<file path="src/design/gpt_defs.svh">
`ifndef GPT_DEFS_SVH
`define GPT_DEFS_SVH
`define GPT_OFF_CON1    12'h000
`define GPT_OFF_CNT1    12'h004
`define GPT_OFF_PER1    12'h008
`define GPT_OFF_CON2    12'h00c
`define GPT_OFF_CNT2    12'h010
`define GPT_OFF_PER2    12'h014
`define GPT_OFF_CON3    12'h018
`define GPT_OFF_CNT3    12'h01c
`define GPT_OFF_PER3    12'h020
`define GPT_OFF_HOLD3   12'h024
`define GPT_OFF_FLAGS   12'h028
`define GPT_OFF_CTRL    12'h02c
`define GPT_BIT_RUN     15
`define GPT_BIT_IDLE    13
`define GPT_BIT_ESRC_HI 9
`define GPT_BIT_ESRC_LO 8
`define GPT_BIT_GATE    6
`define GPT_BIT_PS_HI   5
`define GPT_BIT_PS_LO   4
`define GPT_BIT_CHAIN   3
`define GPT_BIT_SYNC    2
`define GPT_BIT_CSRC    1
`define GPT_CON1_MASK   16'ha376
`define GPT_CON2_MASK   16'ha37a
`define GPT_CON3_MASK   16'ha372
`define GPT_RST_CON     16'h0000
`define GPT_RST_PER     16'hffff
`endif

</file>
<file path="src/design/gpt_pkg.sv">
package gpt_pkg;
  typedef struct packed {
    logic       run;
    logic       idle_halt;
    logic [1:0] ext_source_select;
    logic       gate_accumulate;
    logic [1:0] prescale_select;
    logic       pair_chain_mode;
    logic       ext_clock_sync;
    logic       clock_source_select;
  } gpt_ctrl_s;
  typedef struct packed {
    logic secondary_oscillator;
    logic low_power_rc_oscillator;
    logic first_timer_clock_pin;
    logic paired_timer_clock_pin;
    logic generic_timer_clock_in;
  } gpt_clk_in_s;
  typedef enum logic [1:0] {GPT_IDLE, GPT_WRESP, GPT_RRESP} gpt_bus_e;
endpackage

</file>
<file path="src/design/gpt_timers.sv">
// Our own choices: the register offsets and register access over AXI4-Lite.
`timescale 1ns/10ps
`include "gpt_defs.svh"
module gpt_timers
  import gpt_pkg::*;
(
  // Clock and reset
  input  wire logic        aclk,
  input  wire logic        aresetn,
  // AXI4-Lite write
  input  wire logic [11:0] s_axi_awaddr,
  input  wire logic        s_axi_awvalid,
  output logic             s_axi_awready,
  input  wire logic [31:0] s_axi_wdata,
  input  wire logic [3:0]  s_axi_wstrb,
  input  wire logic        s_axi_wvalid,
  output logic             s_axi_wready,
  output logic [1:0]       s_axi_bresp,
  output logic             s_axi_bvalid,
  input  wire logic        s_axi_bready,
  // AXI4-Lite read
  input  wire logic [11:0] s_axi_araddr,
  input  wire logic        s_axi_arvalid,
  output logic             s_axi_arready,
  output logic [31:0]      s_axi_rdata,
  output logic [1:0]       s_axi_rresp,
  output logic             s_axi_rvalid,
  input  wire logic        s_axi_rready,
  // Device state and clock inputs
  input  wire logic        device_idle,
  input  wire logic        gate_in,
  input  wire gpt_clk_in_s clk_in,
  // Events
  output logic             adc_trigger
);
  typedef logic [15:0] gpt_word_t;

  gpt_word_t con_r [3];
  gpt_word_t con_nxt [3];
  gpt_word_t cnt_r [3];
  gpt_word_t cnt_nxt [3];
  gpt_word_t per_r [3];
  gpt_word_t per_nxt [3];
  logic [7:0] pre_r [3];
  logic [7:0] pre_nxt [3];
  gpt_word_t hold_r, hold_nxt;
  logic [2:0] flag_r, flag_nxt;
  logic [2:0] ie_r, ie_nxt;
  logic [4:0] ext_q_r, ext_q_nxt;
  logic [4:0] ext_s_r, ext_s_nxt;
  logic [4:0] ext_p_r, ext_p_nxt;
  logic gate_d_r, gate_d_nxt;
  logic adc_r, adc_nxt;
  gpt_bus_e st_r, st_nxt;
  logic [31:0] rdata_r, rdata_nxt;
  logic [1:0] resp_r, resp_nxt;
  logic aw_ok, w_ok, ar_ok;

  function automatic gpt_ctrl_s dec(input gpt_word_t c);
    dec.run                 = c[`GPT_BIT_RUN];
    dec.idle_halt           = c[`GPT_BIT_IDLE];
    dec.ext_source_select   = c[`GPT_BIT_ESRC_HI:`GPT_BIT_ESRC_LO];
    dec.gate_accumulate     = c[`GPT_BIT_GATE];
    dec.prescale_select     = c[`GPT_BIT_PS_HI:`GPT_BIT_PS_LO];
    dec.pair_chain_mode     = c[`GPT_BIT_CHAIN];
    dec.ext_clock_sync      = c[`GPT_BIT_SYNC];
    dec.clock_source_select = c[`GPT_BIT_CSRC];
  endfunction

  function automatic logic [7:0] ps_last(input logic [1:0] code);
    unique case (code)
      2'b11:   ps_last = 8'hff;
      2'b10:   ps_last = 8'h3f;
      2'b01:   ps_last = 8'h07;
      default: ps_last = 8'h00;
    endcase
  endfunction

  function automatic gpt_word_t rd_reg(input logic [11:0] a,
                                       input logic [2:0] s);
    rd_reg = 16'h0000;
    if (s[0]) rd_reg = con_r[0] & `GPT_CON1_MASK;
  endfunction

  // External sources: raw sample, two-stage synchronised, previous
  gpt_ctrl_s cf [3];
  logic [2:0] tick, match;
  logic chain, gate_fall, idle_stop;
  logic [2:0] src_sel;
  logic [2:0] raw_edge, sync_edge, ext_edge;
  logic [4:0] rise_raw, rise_sync;
  logic [2:0] wr_con;
  logic [31:0] cnt32, per32;

  always_comb begin
    for (int i = 0; i < 3; i++) cf[i] = dec(con_r[i]);
    chain = cf[1].pair_chain_mode;
    // Unsynchronised edge spans one sample so each pulse counts once
    rise_raw  = ext_q_r & ~ext_s_r;
    rise_sync = ext_s_r & ~ext_p_r;
    gate_fall = gate_d_r & ~gate_in;
    cnt32 = {cnt_r[2], cnt_r[1]};
    per32 = {per_r[2], per_r[1]};
  end

  // Edge on the selected extended source of each timer
  always_comb begin
    for (int i = 0; i < 3; i++) begin
      unique case (cf[i].ext_source_select)
        2'b11:   src_sel[i] = 1'b0;
        2'b10:   src_sel[i] = 1'b0;
        2'b01:   src_sel[i] = 1'b0;
        default: src_sel[i] = 1'b0;
      endcase
      unique case (cf[i].ext_source_select)
        2'b11: begin
          raw_edge[i]  = rise_raw[0];
          sync_edge[i] = rise_sync[0];
        end
        2'b10: begin
          raw_edge[i]  = rise_raw[3];
          sync_edge[i] = rise_sync[3];
        end
        2'b01: begin
          raw_edge[i]  = (i == 0) ? rise_raw[2] : rise_raw[1];
          sync_edge[i] = (i == 0) ? rise_sync[2] : rise_sync[1];
        end
        default: begin
          raw_edge[i]  = rise_raw[4];
          sync_edge[i] = rise_sync[4];
        end
      endcase
      // Only timer one may count an unsynchronised clock
      ext_edge[i] = (i == 0 && !cf[0].ext_clock_sync) ?
                    raw_edge[i] : sync_edge[i];
    end
  end

  // Prescaler and counting enable
  always_comb begin
    for (int i = 0; i < 3; i++) begin
      gpt_ctrl_s c;
      logic in_tick, run_ok;
      in_tick = 1'b0;
      run_ok = 1'b0;
      c = (chain && i == 2) ? cf[1] : cf[i];
      idle_stop = c.idle_halt && device_idle;
      run_ok = c.run && !idle_stop;
      if (c.clock_source_select)
        in_tick = ext_edge[(chain && i == 2) ? 1 : i];
      else if (c.gate_accumulate)
        in_tick = gate_in;
      else
        in_tick = 1'b1;
      pre_nxt[i] = pre_r[i];
      tick[i] = 1'b0;
      if (run_ok && in_tick) begin
        if (pre_r[i] >= ps_last(c.prescale_select)) begin
          pre_nxt[i] = 8'h00;
          tick[i] = 1'b1;
        end else begin
          pre_nxt[i] = pre_r[i] + 8'h01;
        end
      end
      if (wr_con[i] && c.run) pre_nxt[i] = 8'h00;
    end
  end

  always_comb begin
    match[0] = cnt_r[0] == per_r[0];
    match[1] = chain ? (cnt32 == per32) : (cnt_r[1] == per_r[1]);
    match[2] = chain ? match[1] : (cnt_r[2] == per_r[2]);
  end

  // Bus handshake decode
  always_comb begin
    aw_ok = st_r == GPT_IDLE && s_axi_awvalid && s_axi_wvalid;
    ar_ok = st_r == GPT_IDLE && !aw_ok && s_axi_arvalid;
    w_ok  = aw_ok && s_axi_wstrb[1:0] == 2'b11;
    wr_con[0] = w_ok && s_axi_awaddr == `GPT_OFF_CON1;
    wr_con[1] = w_ok && s_axi_awaddr == `GPT_OFF_CON2;
    wr_con[2] = w_ok && s_axi_awaddr == `GPT_OFF_CON3;
  end

  // Counters, flags and register writes
  always_comb begin
    for (int i = 0; i < 3; i++) begin
      con_nxt[i] = con_r[i];
      per_nxt[i] = per_r[i];
      cnt_nxt[i] = cnt_r[i];
    end
    flag_nxt = flag_r;
    ie_nxt = ie_r;
    hold_nxt = hold_r;
    adc_nxt = 1'b0;
    gate_d_nxt = gate_in;
    if (w_ok) begin
      unique case (s_axi_awaddr)
        `GPT_OFF_CON1:  con_nxt[0] = s_axi_wdata[15:0] & `GPT_CON1_MASK;
        `GPT_OFF_CON2:  con_nxt[1] = s_axi_wdata[15:0] & `GPT_CON2_MASK;
        `GPT_OFF_CON3:  con_nxt[2] = s_axi_wdata[15:0] & `GPT_CON3_MASK;
        `GPT_OFF_CNT1:  cnt_nxt[0] = s_axi_wdata[15:0];
        `GPT_OFF_CNT2:  cnt_nxt[1] = s_axi_wdata[15:0];
        `GPT_OFF_CNT3:  cnt_nxt[2] = s_axi_wdata[15:0];
        `GPT_OFF_PER1:  per_nxt[0] = s_axi_wdata[15:0];
        `GPT_OFF_PER2:  per_nxt[1] = s_axi_wdata[15:0];
        `GPT_OFF_PER3:  per_nxt[2] = s_axi_wdata[15:0];
        `GPT_OFF_HOLD3: hold_nxt   = s_axi_wdata[15:0];
        `GPT_OFF_FLAGS: flag_nxt   = flag_r & ~s_axi_wdata[2:0];
        `GPT_OFF_CTRL:  ie_nxt     = s_axi_wdata[2:0];
        default: ;
      endcase
    end
    if (ar_ok && s_axi_araddr == `GPT_OFF_CNT2 && chain)
      hold_nxt = cnt_r[2];
    if (tick[0]) begin
      cnt_nxt[0] = match[0] ? 16'h0000 : cnt_r[0] + 16'h0001;
      if (match[0]) flag_nxt[0] = 1'b1;
    end
    if (cf[0].gate_accumulate && !cf[0].clock_source_select && cf[0].run
        && gate_fall)
      flag_nxt[0] = 1'b1;
    if (chain) begin
      if (tick[1]) begin
        {cnt_nxt[2], cnt_nxt[1]} = match[1] ? 32'h0 : cnt32 + 32'h1;
        if (match[1]) begin
          flag_nxt[2] = 1'b1;
          adc_nxt = 1'b1;
        end
      end
    end else begin
      for (int i = 1; i < 3; i++) begin
        if (tick[i]) begin
          cnt_nxt[i] = match[i] ? 16'h0000 : cnt_r[i] + 16'h0001;
          if (match[i]) flag_nxt[i] = 1'b1;
        end
      end
      adc_nxt = tick[2] && match[2];
    end
  end

  // Input sampling: first stage feeds the second and the unsynchronised edge detect
  always_comb begin
    ext_q_nxt = {clk_in.secondary_oscillator,
                 clk_in.low_power_rc_oscillator,
                 clk_in.first_timer_clock_pin,
                 clk_in.paired_timer_clock_pin,
                 clk_in.generic_timer_clock_in};
    ext_s_nxt = ext_q_r;
    ext_p_nxt = ext_s_r;
  end

  // Bus answer
  always_comb begin
    st_nxt = st_r;
    rdata_nxt = rdata_r;
    resp_nxt = resp_r;
    unique case (st_r)
      GPT_IDLE: begin
        if (aw_ok) begin
          st_nxt = GPT_WRESP;
          resp_nxt = (s_axi_awaddr <= `GPT_OFF_CTRL &&
                      s_axi_awaddr[1:0] == 2'b00) ? 2'b00 : 2'b10;
        end else if (ar_ok) begin
          st_nxt = GPT_RRESP;
          resp_nxt = 2'b00;
          unique case (s_axi_araddr)
            `GPT_OFF_CON1:  rdata_nxt = {16'h0, con_r[0]};
            `GPT_OFF_CON2:  rdata_nxt = {16'h0, con_r[1]};
            `GPT_OFF_CON3:  rdata_nxt = {16'h0, con_r[2]};
            `GPT_OFF_CNT1:  rdata_nxt = {16'h0, cnt_r[0]};
            `GPT_OFF_CNT2:  rdata_nxt = {16'h0, cnt_r[1]};
            `GPT_OFF_CNT3:  rdata_nxt = {16'h0, cnt_r[2]};
            `GPT_OFF_PER1:  rdata_nxt = {16'h0, per_r[0]};
            `GPT_OFF_PER2:  rdata_nxt = {16'h0, per_r[1]};
            `GPT_OFF_PER3:  rdata_nxt = {16'h0, per_r[2]};
            `GPT_OFF_HOLD3: rdata_nxt = {16'h0, hold_r};
            `GPT_OFF_FLAGS: rdata_nxt = {29'h0, flag_r};
            `GPT_OFF_CTRL:  rdata_nxt = {29'h0, ie_r};
            default: begin
              rdata_nxt = 32'h0;
              resp_nxt = 2'b10;
            end
          endcase
        end
      end
      GPT_WRESP: if (s_axi_bready) st_nxt = GPT_IDLE;
      GPT_RRESP: if (s_axi_rready) st_nxt = GPT_IDLE;
    endcase
  end

  always_ff @(posedge aclk) begin
    if (!aresetn) begin
      for (int i = 0; i < 3; i++) begin
        con_r[i] <= `GPT_RST_CON;
        cnt_r[i] <= 16'h0000;
        per_r[i] <= `GPT_RST_PER;
        pre_r[i] <= 8'h00;
      end
      hold_r <= 16'h0000;
      flag_r <= 3'h0;
      ie_r <= 3'h0;
      ext_q_r <= 5'h00;
      ext_s_r <= 5'h00;
      ext_p_r <= 5'h00;
      gate_d_r <= 1'b0;
      adc_r <= 1'b0;
      st_r <= GPT_IDLE;
      rdata_r <= 32'h0;
      resp_r <= 2'b00;
      s_axi_awready <= 1'b0;
      s_axi_wready <= 1'b0;
      s_axi_arready <= 1'b0;
    end else begin
      con_r <= con_nxt;
      cnt_r <= cnt_nxt;
      per_r <= per_nxt;
      pre_r <= pre_nxt;
      hold_r <= hold_nxt;
      flag_r <= flag_nxt;
      ie_r <= ie_nxt;
      ext_q_r <= ext_q_nxt;
      ext_s_r <= ext_s_nxt;
      ext_p_r <= ext_p_nxt;
      gate_d_r <= gate_d_nxt;
      adc_r <= adc_nxt;
      st_r <= st_nxt;
      rdata_r <= rdata_nxt;
      resp_r <= resp_nxt;
      s_axi_awready <= aw_ok;
      s_axi_wready <= aw_ok;
      s_axi_arready <= ar_ok;
    end
  end

  assign s_axi_bvalid = st_r == GPT_WRESP;
  assign s_axi_rvalid = st_r == GPT_RRESP;
  assign s_axi_bresp = resp_r;
  assign s_axi_rresp = resp_r;
  assign s_axi_rdata = rdata_r;
  assign adc_trigger = adc_r;

  a_ps_reset: assert property (@(posedge aclk) disable iff (!aresetn)
    wr_con[0] && cf[0].run |=> pre_r[0] == 8'h00)
    else $error("prescaler not cleared by control write");
  a_stop_hold: assert property (@(posedge aclk) disable iff (!aresetn)
    !cf[0].run && !w_ok |=> $stable(cnt_r[0]))
    else $error("timer one counted while stopped");
  a_idle_halt: assert property (@(posedge aclk) disable iff (!aresetn)
    cf[0].idle_halt && device_idle && !w_ok |=> $stable(cnt_r[0]))
    else $error("timer one counted in idle");
  a_wrap_zero: assert property (@(posedge aclk) disable iff (!aresetn)
    tick[0] && match[0] && !w_ok |=> cnt_r[0] == 16'h0000)
    else $error("no wrap after match");
  a_flag_match: assert property (@(posedge aclk) disable iff (!aresetn)
    tick[0] && match[0] |=> flag_r[0])
    else $error("match flag lost");
  a_gate_flag: assert property (@(posedge aclk) disable iff (!aresetn)
    cf[0].gate_accumulate && !cf[0].clock_source_select && cf[0].run
    && gate_fall |=> flag_r[0])
    else $error("gate fall flag lost");
  a_adc_src: assert property (@(posedge aclk) disable iff (!aresetn)
    adc_nxt |-> (chain ? tick[1] : tick[2]) && match[2])
    else $error("trigger from wrong timer");
  a_hold_latch: assert property (@(posedge aclk) disable iff (!aresetn)
    ar_ok && s_axi_araddr == `GPT_OFF_CNT2 && chain
    |=> hold_r == $past(cnt_r[2]))
    else $error("holding word not latched");
  a_chain_flag: assert property (@(posedge aclk) disable iff (!aresetn)
    chain && tick[1] && match[1] |=> flag_r[2])
    else $error("chained match not on third flag");
  c_wrap: cover property (@(posedge aclk) tick[0] && match[0]);
  c_chain: cover property (@(posedge aclk) chain && tick[1] && match[1]);
  c_gate: cover property (@(posedge aclk) gate_fall && cf[0].gate_accumulate);
  c_adc: cover property (@(posedge aclk) adc_r);
endmodule

</file>
<file path="config.mk">
export PLATFORM = sky130hd
export DESIGN_NAME = gpt_timers
export DESIGN_NICKNAME = d
export VERILOG_FILES = /design/src/design/gpt_pkg.sv /design/src/design/gpt_timers.sv
export VERILOG_INCLUDE_DIRS = /design/src /design/src/design
export SDC_FILE = /design/constraint.sdc
export NUM_CORES = 1
export LEC_CHECK = 0
export BUFFER_PORTS_ARGS = -buffer_cell sky130_fd_sc_hd__buf_2
export CAP_MARGIN = 25
export CELL_PAD_IN_SITES_DETAIL_PLACEMENT = 0
export CELL_PAD_IN_SITES_GLOBAL_PLACEMENT = 2
export CORE_MARGIN = 8
export CORE_UTILIZATION = 36
export DETAILED_ROUTE_END_ITERATION = 8
export PLACE_DENSITY = 0.86
export SETUP_SLACK_MARGIN = 0.5
export SYNTH_ARGS = -nofsm -noshare
export SYNTH_HDL_FRONTEND = slang
export SYNTH_SLANG_ARGS = --single-unit
</file>
<file path="constraint.sdc">
create_clock -name aclk -period 4.65 [get_ports aclk]
set_input_delay 0.465 -clock aclk [delete_from_list [all_inputs] [get_ports aclk]]
set_output_delay 0.465 -clock aclk [all_outputs]
set_load 0.1 [all_outputs]
</file>
Word level (Yosys, flattened, before mapping)
Cells that the tools add are included.
{ "totals": {"regBits": 223, "elab_cells": 229, "inputBits": 74, "output_inout_bits": 42} }
{ "op_classes": {"bitwise": 10, "add_sub_neg": 7, "n_reduce_logical": 57, "n_lt_le_gt_ge": 5, "muxes": 75, "eq_ne": 50} }
{ "op_table": {"columns": ["cell", "count"], "rows": [
  ["$mux 16", 12],
  ["$pmux 16 s12", 1],
  ["$eq 12x5->1 const B", 8],
  ["$eq 12x6->1 const B", 8],
  ["$mux 32", 3],
  ["$pmux 8 s3", 3],
  ["$add 16x1->16 const B", 3],
  ["$eq 12x4->1 const B", 4],
  ["$eq 16x16->1", 3],
  ["$mux 48", 1],
  ["$mux 8", 6],
  ["$add 32x1->32 const B", 1],
  ["$eq 32x32->1", 1],
  ["$mux 1", 31],
  ["$eq 2x2->1 const B", 14],
  ["$logic_and 1x1->1", 27],
  ["$add 8x1->8 const B", 3],
  ["$eq 12x3->1 const B", 2],
  ["$ge 8x8->1", 3],
  ["$logic_not 12->1", 2],
  ["$reduce_and 2->1", 10],
  ["$mux 2", 9],
  ["$eq 2x1->1 const B", 7],
  ["$le 12x6->1 const B", 1],
  ["20 further kinds", 41]
]} }

Logic depth before layout (Yosys ltp)
Gate-level depths: netlist (run 1).
{ "depth": {"depth_word": 15, "depth_mapped": 13, "mapped_depth_nobuf": 10} }

Worst setup path before layout (run 1)
Ideal clock, no wire load.
{ "synth_timing": {"path_type": "reg2reg", "startpoint": "register con_r, in the netlist cf[12]", "endpoint": "register cnt_r, in the netlist cnt32[31]", "required_ns": 4.528, "arrival_time_ns": 3.247, "setup_ns": 0.122, "path_slack_ns": 1.281, "stages_incl_launch_ff": 14, "n_path_buf": 3, "synth_period_minus_slack_ns": 3.369, "path_cell_list": "dfxtp_1 -> clkbuf_1 -> clkbuf_1 -> buf_1 -> mux2i_1 -> or2_2 -> ha_1 -> a211oi_1 -> nand2_1 -> or3_1 -> nand2_1 -> nor3_2 -> and2_1 -> o311a_1"} }
{ "synth_between": {"elab_chain_cells": 9, "elab_cells_between_ends": 26, "classes_between": "order compare: 1; eq/ne: 3; mux: 18; reduce/logical: 4"} }
{ "synth_rtl": {"columns": ["element", "line", "rtl"], "rows": [
  ["start, declared", "gpt_timers.sv:38", "gpt_word_t con_r [3];"],
  ["start signal, assigned by index", "gpt_timers.sv:295", "con_r[i] <= `GPT_RST_CON;"],
  ["start signal, assigned", "gpt_timers.sv:315", "con_r <= con_nxt;"],
  ["$mux 10 or $mux 2 (tied branches)", "gpt_timers.sv:146, gpt_timers.sv:150", null],
  ["$eq 2x1->1, or another cell as far along", "gpt_timers.sv:71", "unique case (code)"],
  ["$pmux 8 s3 or $mux 1 (tied branches)", "gpt_timers.sv:71, gpt_timers.sv:150", null],
  ["$mux 8 or $mux 1 (tied branches)", "gpt_timers.sv:157, gpt_timers.sv:150", null],
  ["$ge 8x8->1 or $mux 1 (tied branches)", "gpt_timers.sv:158, gpt_timers.sv:149", null],
  ["$mux 1 or $logic_and 1x1->1 (tied branches)", "gpt_timers.sv:158, gpt_timers.sv:157", null],
  ["$mux 1", "gpt_timers.sv:157", "if (run_ok && in_tick) begin"],
  ["$mux 16", "gpt_timers.sv:233", "if (tick[i]) begin"],
  ["$mux 32 *", "gpt_timers.sv:223", "if (chain) begin"],
  ["end signal, assigned", "gpt_timers.sv:316", "cnt_r <= cnt_nxt;"],
  ["end, declared", "gpt_timers.sv:40", "gpt_word_t cnt_r [3];"]
]} }
Mark *: on every way between the ends. The rest lies on a longest branch, timed or not. The select of a mux whose other input is x is not followed.
A chain may end at the register's enable or synchronous reset.

Final worst setup path (run 1)
{ "layout_timing": {"startpoint": "register con_r, in the netlist cf[14]", "endpoint": "register cnt_r, in the netlist cnt32[13]"} }
{ "layout_between": {"elab_chain_cells": 8, "elab_cells_between_ends": 11, "classes_between": "order compare: 1; eq/ne: 3; mux: 7"} }
{ "layout_rtl": {"columns": ["element", "line", "rtl"], "rows": [
  ["$eq 2x1->1 or $eq 2x2->1 (tied branches)", "gpt_timers.sv:71", null],
  ["$pmux 8 s3 *", "gpt_timers.sv:71", null],
  ["$mux 8 *", "gpt_timers.sv:157", null],
  ["$ge 8x8->1 *", "gpt_timers.sv:158", "if (pre_r[i] >= ps_last(c.prescale_select)) begin"],
  ["$mux 1 *", "gpt_timers.sv:158", null],
  ["$mux 1 *", "gpt_timers.sv:157", null],
  ["$mux 16 or $mux 32 (tied branches)", "gpt_timers.sv:233, gpt_timers.sv:224", null],
  ["$mux 32 *", "gpt_timers.sv:223", null]
]} }
Marked as above.

==> summary.txt, run 1 <==
Outcome
  • Outcome: complete, no violations

Pwr
  • Clk pwr share: 49.1%
  • Switching share of total power: 26.0%
  • Max VDD drop: 251 uV
  • Internal power: 0.00312 W
  • Gate power share: around 8.6%
  • Net switching power figure: about 0.0011 W
  • Part of the power in registers: a little over two fifths
  • PD cells: between 300 and 400 nW/um2
  • Leakage: around 5.4 nW

Logic synthesis
  • Most common cell in the netlist: dfxtp_1
  • Top cells by count, synth: dfxtp_1 (206), nand2_1 (175), nor2_1 (148)
  • Flop and latch count out of synthesis: just over 200
  • Post-Syn Instances: 1443
  • Area leader, netlist: dfxtp_1
  • Post-synth top flop: dfxtp_1
  • Largest cells by area after synthesis: dfxtp_1 (34%), mux2i_1 (7.8%), nand2_1 (5.4%)
  • Syn avg cell area: 8.37 um2
  • Synth Cell Area: 12100 um2
  • Post-synthesis sequential area ratio: 34.2%
  • Post-synthesis cell type count: 82
  • Synthesis Warnings: 0
  • Synth async-reset ratio: 0%
  • EDFF count, synth: 0
  • Share of the synthesized area in the top cell type: 34.2%

Floorplan
  • IO Count: approximately 120
  • Die width: 199 um
  • Core Area: 33300 um2
  • Initial Util: 36.3%
  • FP Rows: 67
  • Die Y: 199 um
  • Die area: between 30000 and 40000 um2

Setup path
  • Max FO, Critical Path: 18
  • CP arrival: 4.03 ns
  • CP most frequent cell: o211ai_1
  • Crit end category: flip-flop
  • Max incr delay on CP: 0.72 ns
  • Family with the most delay on the worst path: simple AND/OR/NAND/NOR gates
  • Critical path class: reg2reg
  • CP bufs+invs: 0
  • Slowest-stage cell, CP: o211ai_1
  • CP required: 5.06 ns
  • Crit-path cells: nand2_1 > ha_1 > and4_1 > o211ai_1 > o211ai_1 > nand2_2 > nor2_2 > a311oi_1 > a2111oi_1
  • Worst reg-to-reg setup slack: 1.03 ns
  • Setup crit start kind: flip-flop

Route
  • Avg Vias per Cell: 5.72
  • Routed len/inst: 21.8 um
  • Antenna Violating Nets Remaining: 0
  • Pre-Repair DR Iteration Count: 6
  • 1st-iter DRT viols: approximately 1000
  • Routed vias: around 11k
  • Drc violations: 0
  • DRT Wirelength: between 40000 and 50000 um

Global routing
  • Global-route wire length before repair: between 60000 and 70000 um
  • Vias in the first global route: 10.5k
  • Largest net degree at the start of global routing: just over 80
  • Initial antenna violation count: 3
  • GRT Util Overall: 20.9%
  • Total grt overflow: 0

Final layout
  • Area grow syn2layout: 12.9%
  • Final non-filler cell total: a little under 2k
  • Design area: 13600 um2
  • Fin nets: approximately 1.6k
  • Share of layout cells above drive strength 1: 13.2%
  • Fillers: about 3.4k

CTS
  • Clock transition at path regs: 0.06 ns
  • CTS Sinks: 206
  • Htree depth: 1
  • Clk root buf: clkbuf_16
  • Setup bufs post-CTS: 0
  • Maximum clock path buffer count: 3
  • Resized cells post-CTS: 0
  • CTS tree: built
  • Cts hold-fix bufs: 0
  • Clk_lat worst skew: 0.53 ns
  • Number of buffers created by CTS: 25

STA
  • Final Hold Vio Count: 0
  • Final setup violation count: 0
  • Period utilization: 78.0%
  • Worst setup margin: 1.03 ns
  • RSZ-0062 raised after global routing: no
  • Fmax: roughly 280 MHz
  • Worst slew margin: between 20% and 30%
  • Slew Limit Fails: 0
  • Setup TNS: 0 ns
  • Worst Max-Slew Pin Slew: around 1.2 ns
  • Hold WS: 0.144 ns
  • Fin Clk Skew: 0.0123 ns
  • Final min period: around 3.6 ns

Worst hold path
  • Hold WC Path Type: in2reg

Placement
  • IO Port Bufs: 79
  • Hpwl dp: roughly 30000 um
  • Placed cell area: 12700 um2
  • RD Place Congestion: 0.856
  • Pre-CTS WS: 1.12 ns
  • Placed Cells: 1889

Job
  • Maxcap violations: 0
## power by group through the flow
stage / Sequential [W] / Combinational (W) / Clock [W]
detailed placement: 0.00183 / 0.000361 / 0
floorplan: 0.00185 / 0.000253 / 0
finish: 0.00179 / 0.000361 / 0.00207
CTS: 0.00179 / 0.000362 / 0.00210
global route: 0.00179 / 0.000382 / 0.00217
global placement: 0.00182 / 0.000360 / 0
## routing by layer
metal,up-vias,GRT usage [%],wire [um]
met4,2,6.20,1040
met1,5384,29.1,19300
met2,407,33.4,19000
met5,-,0,13
li1,5214,-,-
met3,75,2.78,2830
## layout by cell type (no fill, tap or decap), types with 7 or more instances in the layout
| master | Yosys | final |
|---|---|---|
| o21a_1 | 9 | 9 |
| a311oi_1 | 9 | 9 |
| a22oi_1 | 29 | 29 |
| mux2i_1 | 94 | 94 |
| and2_1 | 24 | 24 |
| a211oi_1 | 21 | 21 |
| buf_4 | 21 | 27 |
| nor4_1 | 18 | 18 |
| and3_1 | 28 | 28 |
| o221ai_1 | 8 | 8 |
| o21ai_0 | 28 | 28 |
| a32oi_1 | 7 | 7 |
| conb_1 | 1 | 18 |
| nor2_1 | 148 | 148 |
| dfxtp_1 | 206 | 206 |
| a222oi_1 | 14 | 14 |
| o22a_1 | 10 | 10 |
| inv_1 | 21 | 21 |
| mux4_2 | 11 | 11 |
| xnor2_1 | 34 | 34 |
| buf_2 | 19 | 79 |
| a31oi_1 | 13 | 13 |
| nand2_1 | 175 | 175 |
| a21oi_1 | 60 | 60 |
| clkbuf_16 | 0 | 25 |
| o211ai_1 | 13 | 13 |
| xor2_1 | 63 | 63 |
| nand2b_1 | 11 | 11 |
| nand3_1 | 61 | 61 |
| nor3_1 | 27 | 25 |
| ha_1 | 29 | 29 |
| nand4_1 | 26 | 26 |
| a21o_1 | 10 | 10 |
## state kept, by name, indices dropped and copies added (netlist names), 16 cells and up
name and cells:
cnt32 32, per32 32, cf 26, pre_r 24
cnt_r 16, hold_r 16, per_r 16, s_axi_rdata 16
## worst paths after layout
path | startpoint | end | cells past startpoint
min | clk_in[2] | ext_q_r[2] | 2
min reg2reg | ext_q_r[1] | ext_p_nxt[1] | 1
max | cf[14] | cnt32[13] | 9
max reg2reg | cf[14] | cnt32[13] | 9
## cell type report
type / instances / area, um2 / area share [%]
antenna: 2 / 5.00 / 0.0367
clock buffer: 33 / 696 / 5.10
clock inverter: 12 / 168 / 1.23
inverter: 22 / 82.6 / 0.606
multi-input combinational: 1106 / 7350 / 53.9
sequential: 206 / 4120 / 30.3
tap: 448 / 561 / 4.11
timing repair buffer: 109 / 644 / 4.73
## kinds of logic after synthesis
family	count (synthesis)	share of synthesized area, %
AND/OR/NAND/NOR	570	23.0
buffers and inverters	148	5.64
flip-flops	206	34.2
other	1	0.0311
XOR/XNOR	97	7.04
AO/OA/AOI/OAI	283	17.0
multiplexers	109	10.2
adder cells (fa/ha/maj)	29	3.01
## per-stage QoR
stage               utilization, %  power (W)
CTS                           40.8    0.00425
detailed placement            38.2    0.00219
global placement              38.2    0.00218
floorplan                        -    0.00210
global route                  40.9    0.00434
finish                        40.9    0.00422
Power figures use the tool's default switching activity.
==> run 2: changes to the inputs <==
==> constraint.sdc (replaced) <==
create_clock -name aclk -period 3.8 [get_ports aclk]
set_input_delay 0.38 -clock aclk [delete_from_list [all_inputs] [get_ports aclk]]
set_output_delay 0.38 -clock aclk [all_outputs]
set_load 0.1 [all_outputs]
==> summary.txt, run 2 (same netlist as run 1, synthesis figures left out) <==
Setup path
  • Max FO, Critical Path: 6 (-12)
  • Crit end category: flip-flop
  • Critical path class: reg2reg
  • R2r startpoint: cf[14]
  • Worst setup path start: cf[14]
  • CP required: 4.23 ns (-0.83 ns)
  • CP arrival: 3.50 ns (-0.53 ns)
  • Setup crit start kind: flip-flop

Global routing
  • Vias in the first global route: 10.6k (+0.74%)
  • GRT Util Overall: 20.9% (-0.039 points)
  • Total grt overflow: 0 (unchanged)
  • Largest net degree at the start of global routing: 74 (-8.6%)
  • Global-route wire length before repair: 64900 um (about the same)
  • Initial antenna violation count: 2 (-1)

Final layout
  • Most common cell after layout, fill and taps aside: dfxtp_1
  • Fin util: 41.3% (+0.34 points)
  • Fin nets: 1587 (+0.89%)
  • Share of layout cells above drive strength 1: 14.3% (+1.1 points)
  • Area grow syn2layout: 13.8%
  • Most frequent cells in the layout: dfxtp_1 (206), nand2_1 (174), nor2_1 (147)

STA
  • Worst Max-Slew Pin Slew: 1.04 ns (-0.130 ns)
  • Final setup violation count: 0 (unchanged)
  • Fmax: 326 MHz (+18%)
  • Fin Clk Skew: 0.0120 ns (-0.000391 ns)
  • Final Hold Vio Count: 0 (unchanged)
  • Period utilization: 80.8% (+2.8 points)
  • Setup TNS: 0 ns (unchanged)
  • RSZ-0062 raised after global routing: no
  • Slew Limit Fails: 0 (unchanged)
  • Worst slew margin: 30.5% (+8.8 points)
  • Final min period: 3.07 ns (-0.556 ns)

Route
  • Antenna Violating Nets Remaining: 0 (unchanged)
  • 1st-iter DRT viols: 1023 (+3.0%)
  • Pre-Repair DR Iteration Count: 8 (+2)
  • Avg Vias per Cell: 5.70 (-0.27%)
  • Routed vias: 11.1k (+0.45%)
  • Routed len/inst: 21.5 um (-1.2%)
  • Drc violations: 0 (unchanged)
  • DRT Wirelength: 42000 um (-0.49%)

Floorplan
  • Die area: 39700 um2 (unchanged)
  • Initial Util: 36.3% (unchanged)
  • Die width: 199 um (unchanged)
  • IO Count: 116 (unchanged)
  • Core Area: 33300 um2 (unchanged)
  • FP Rows: 67 (unchanged)
  • Die Y: 199 um (unchanged)

Placement
  • Hpwl dp: 30600 um (+0.35%)
  • IO Port Bufs: 79 (unchanged)
  • RD Place Congestion: 0.856 (unchanged)

CTS
  • Clock transition at path regs: 0.06 ns (about the same)
  • CTS Sinks: 206 (unchanged)
  • Clk root buf: clkbuf_16
  • Number of buffers created by CTS: 25 (unchanged)
  • Htree depth: 1 (unchanged)
  • Clk_lat worst skew: 0.54 ns (about the same)
  • Cts hold-fix bufs: 0 (unchanged)
  • Maximum clock path buffer count: 3 (unchanged)
  • CTS tree: built

Worst hold path
  • Hold Startpoint: clk_in[1]
  • Hold WC Path Type: in2reg

Pwr
  • Max VDD drop: 252 uV (+0.32%)
  • PD cells: 379 nW/um2 (+23%)
  • Leakage: 5.51 nW (+1.2%)
  • Overall power: 0.00521 W (+24%)

Job
  • Maxcap violations: 0 (unchanged)

Outcome
  • Outcome: complete, no violations
run 2: final timing paths:
check	end	slack, ns	cells after the start
setup / recovery	cnt32[26]	0.73	10
hold reg to reg	ext_p_nxt[1]	0.45	1
hold / removal	ext_q_r[1]	0.06	2
setup reg to reg	cnt32[26]	0.73	10
run 2: timing repair:
item / in CTS / in global routing
resized for setup: 1 / 2
endpoints found under the setup margin: 1 / 8
setup buffers: 0 / 0
run 2: layer usage:
layer	global-route usage, %	up-vias	wire length [um]
met4	7.30	0	1430
met3	2.98	78	2890
li1	-	5256	-
met2	32.9	411	18600
met5	0	-	0
met1	28.8	5387	19000
run 2: area by class of cell:
type	instances	area [um2]
repair buffers	123	738
clock inverters	13	175
diodes	1	2.50
clock buffers	33	706
inverters	22	82.6
flip-flops and latches	206	4120
well taps	448	561
multi-input cells	1106	7350
fillers	3397	19500
run 2: report_power, final:
group	internal [W]	switching [W]	leakage, nW
clock	0.00158	0.000998	0.436
sequential	0.00218	0.00000943	1.66
combinational	0.0000919	0.000357	3.41
total	0.00384	0.00136	5.51
run 2: critical path: stages, from the launching register on:
cell and delay, ns:
dfxtp_1 0.53, mux2i_1 0.24, or2_2 0.36, ha_1 0.20, a211oi_1 0.21, nand2_1 0.09
or3_1 0.40, nand2_1 0.23, o21a_1 0.28, o21ai_0 0.13, a311oi_1 0.28
run 2: per-stage QoR:
stage	cells	hold slack, ns	setup slack [ns]	area, um2
after floorplan	1460	0.412	0.565	12100
after global placement	1905	0.442	0.597	12800
after detailed placement	1905	0.430	0.513	12800
after CTS	1951	0.0433	0.523	13700
after global routing	1952	0.0640	0.516	13700
final	1952	0.0571	0.731	13700
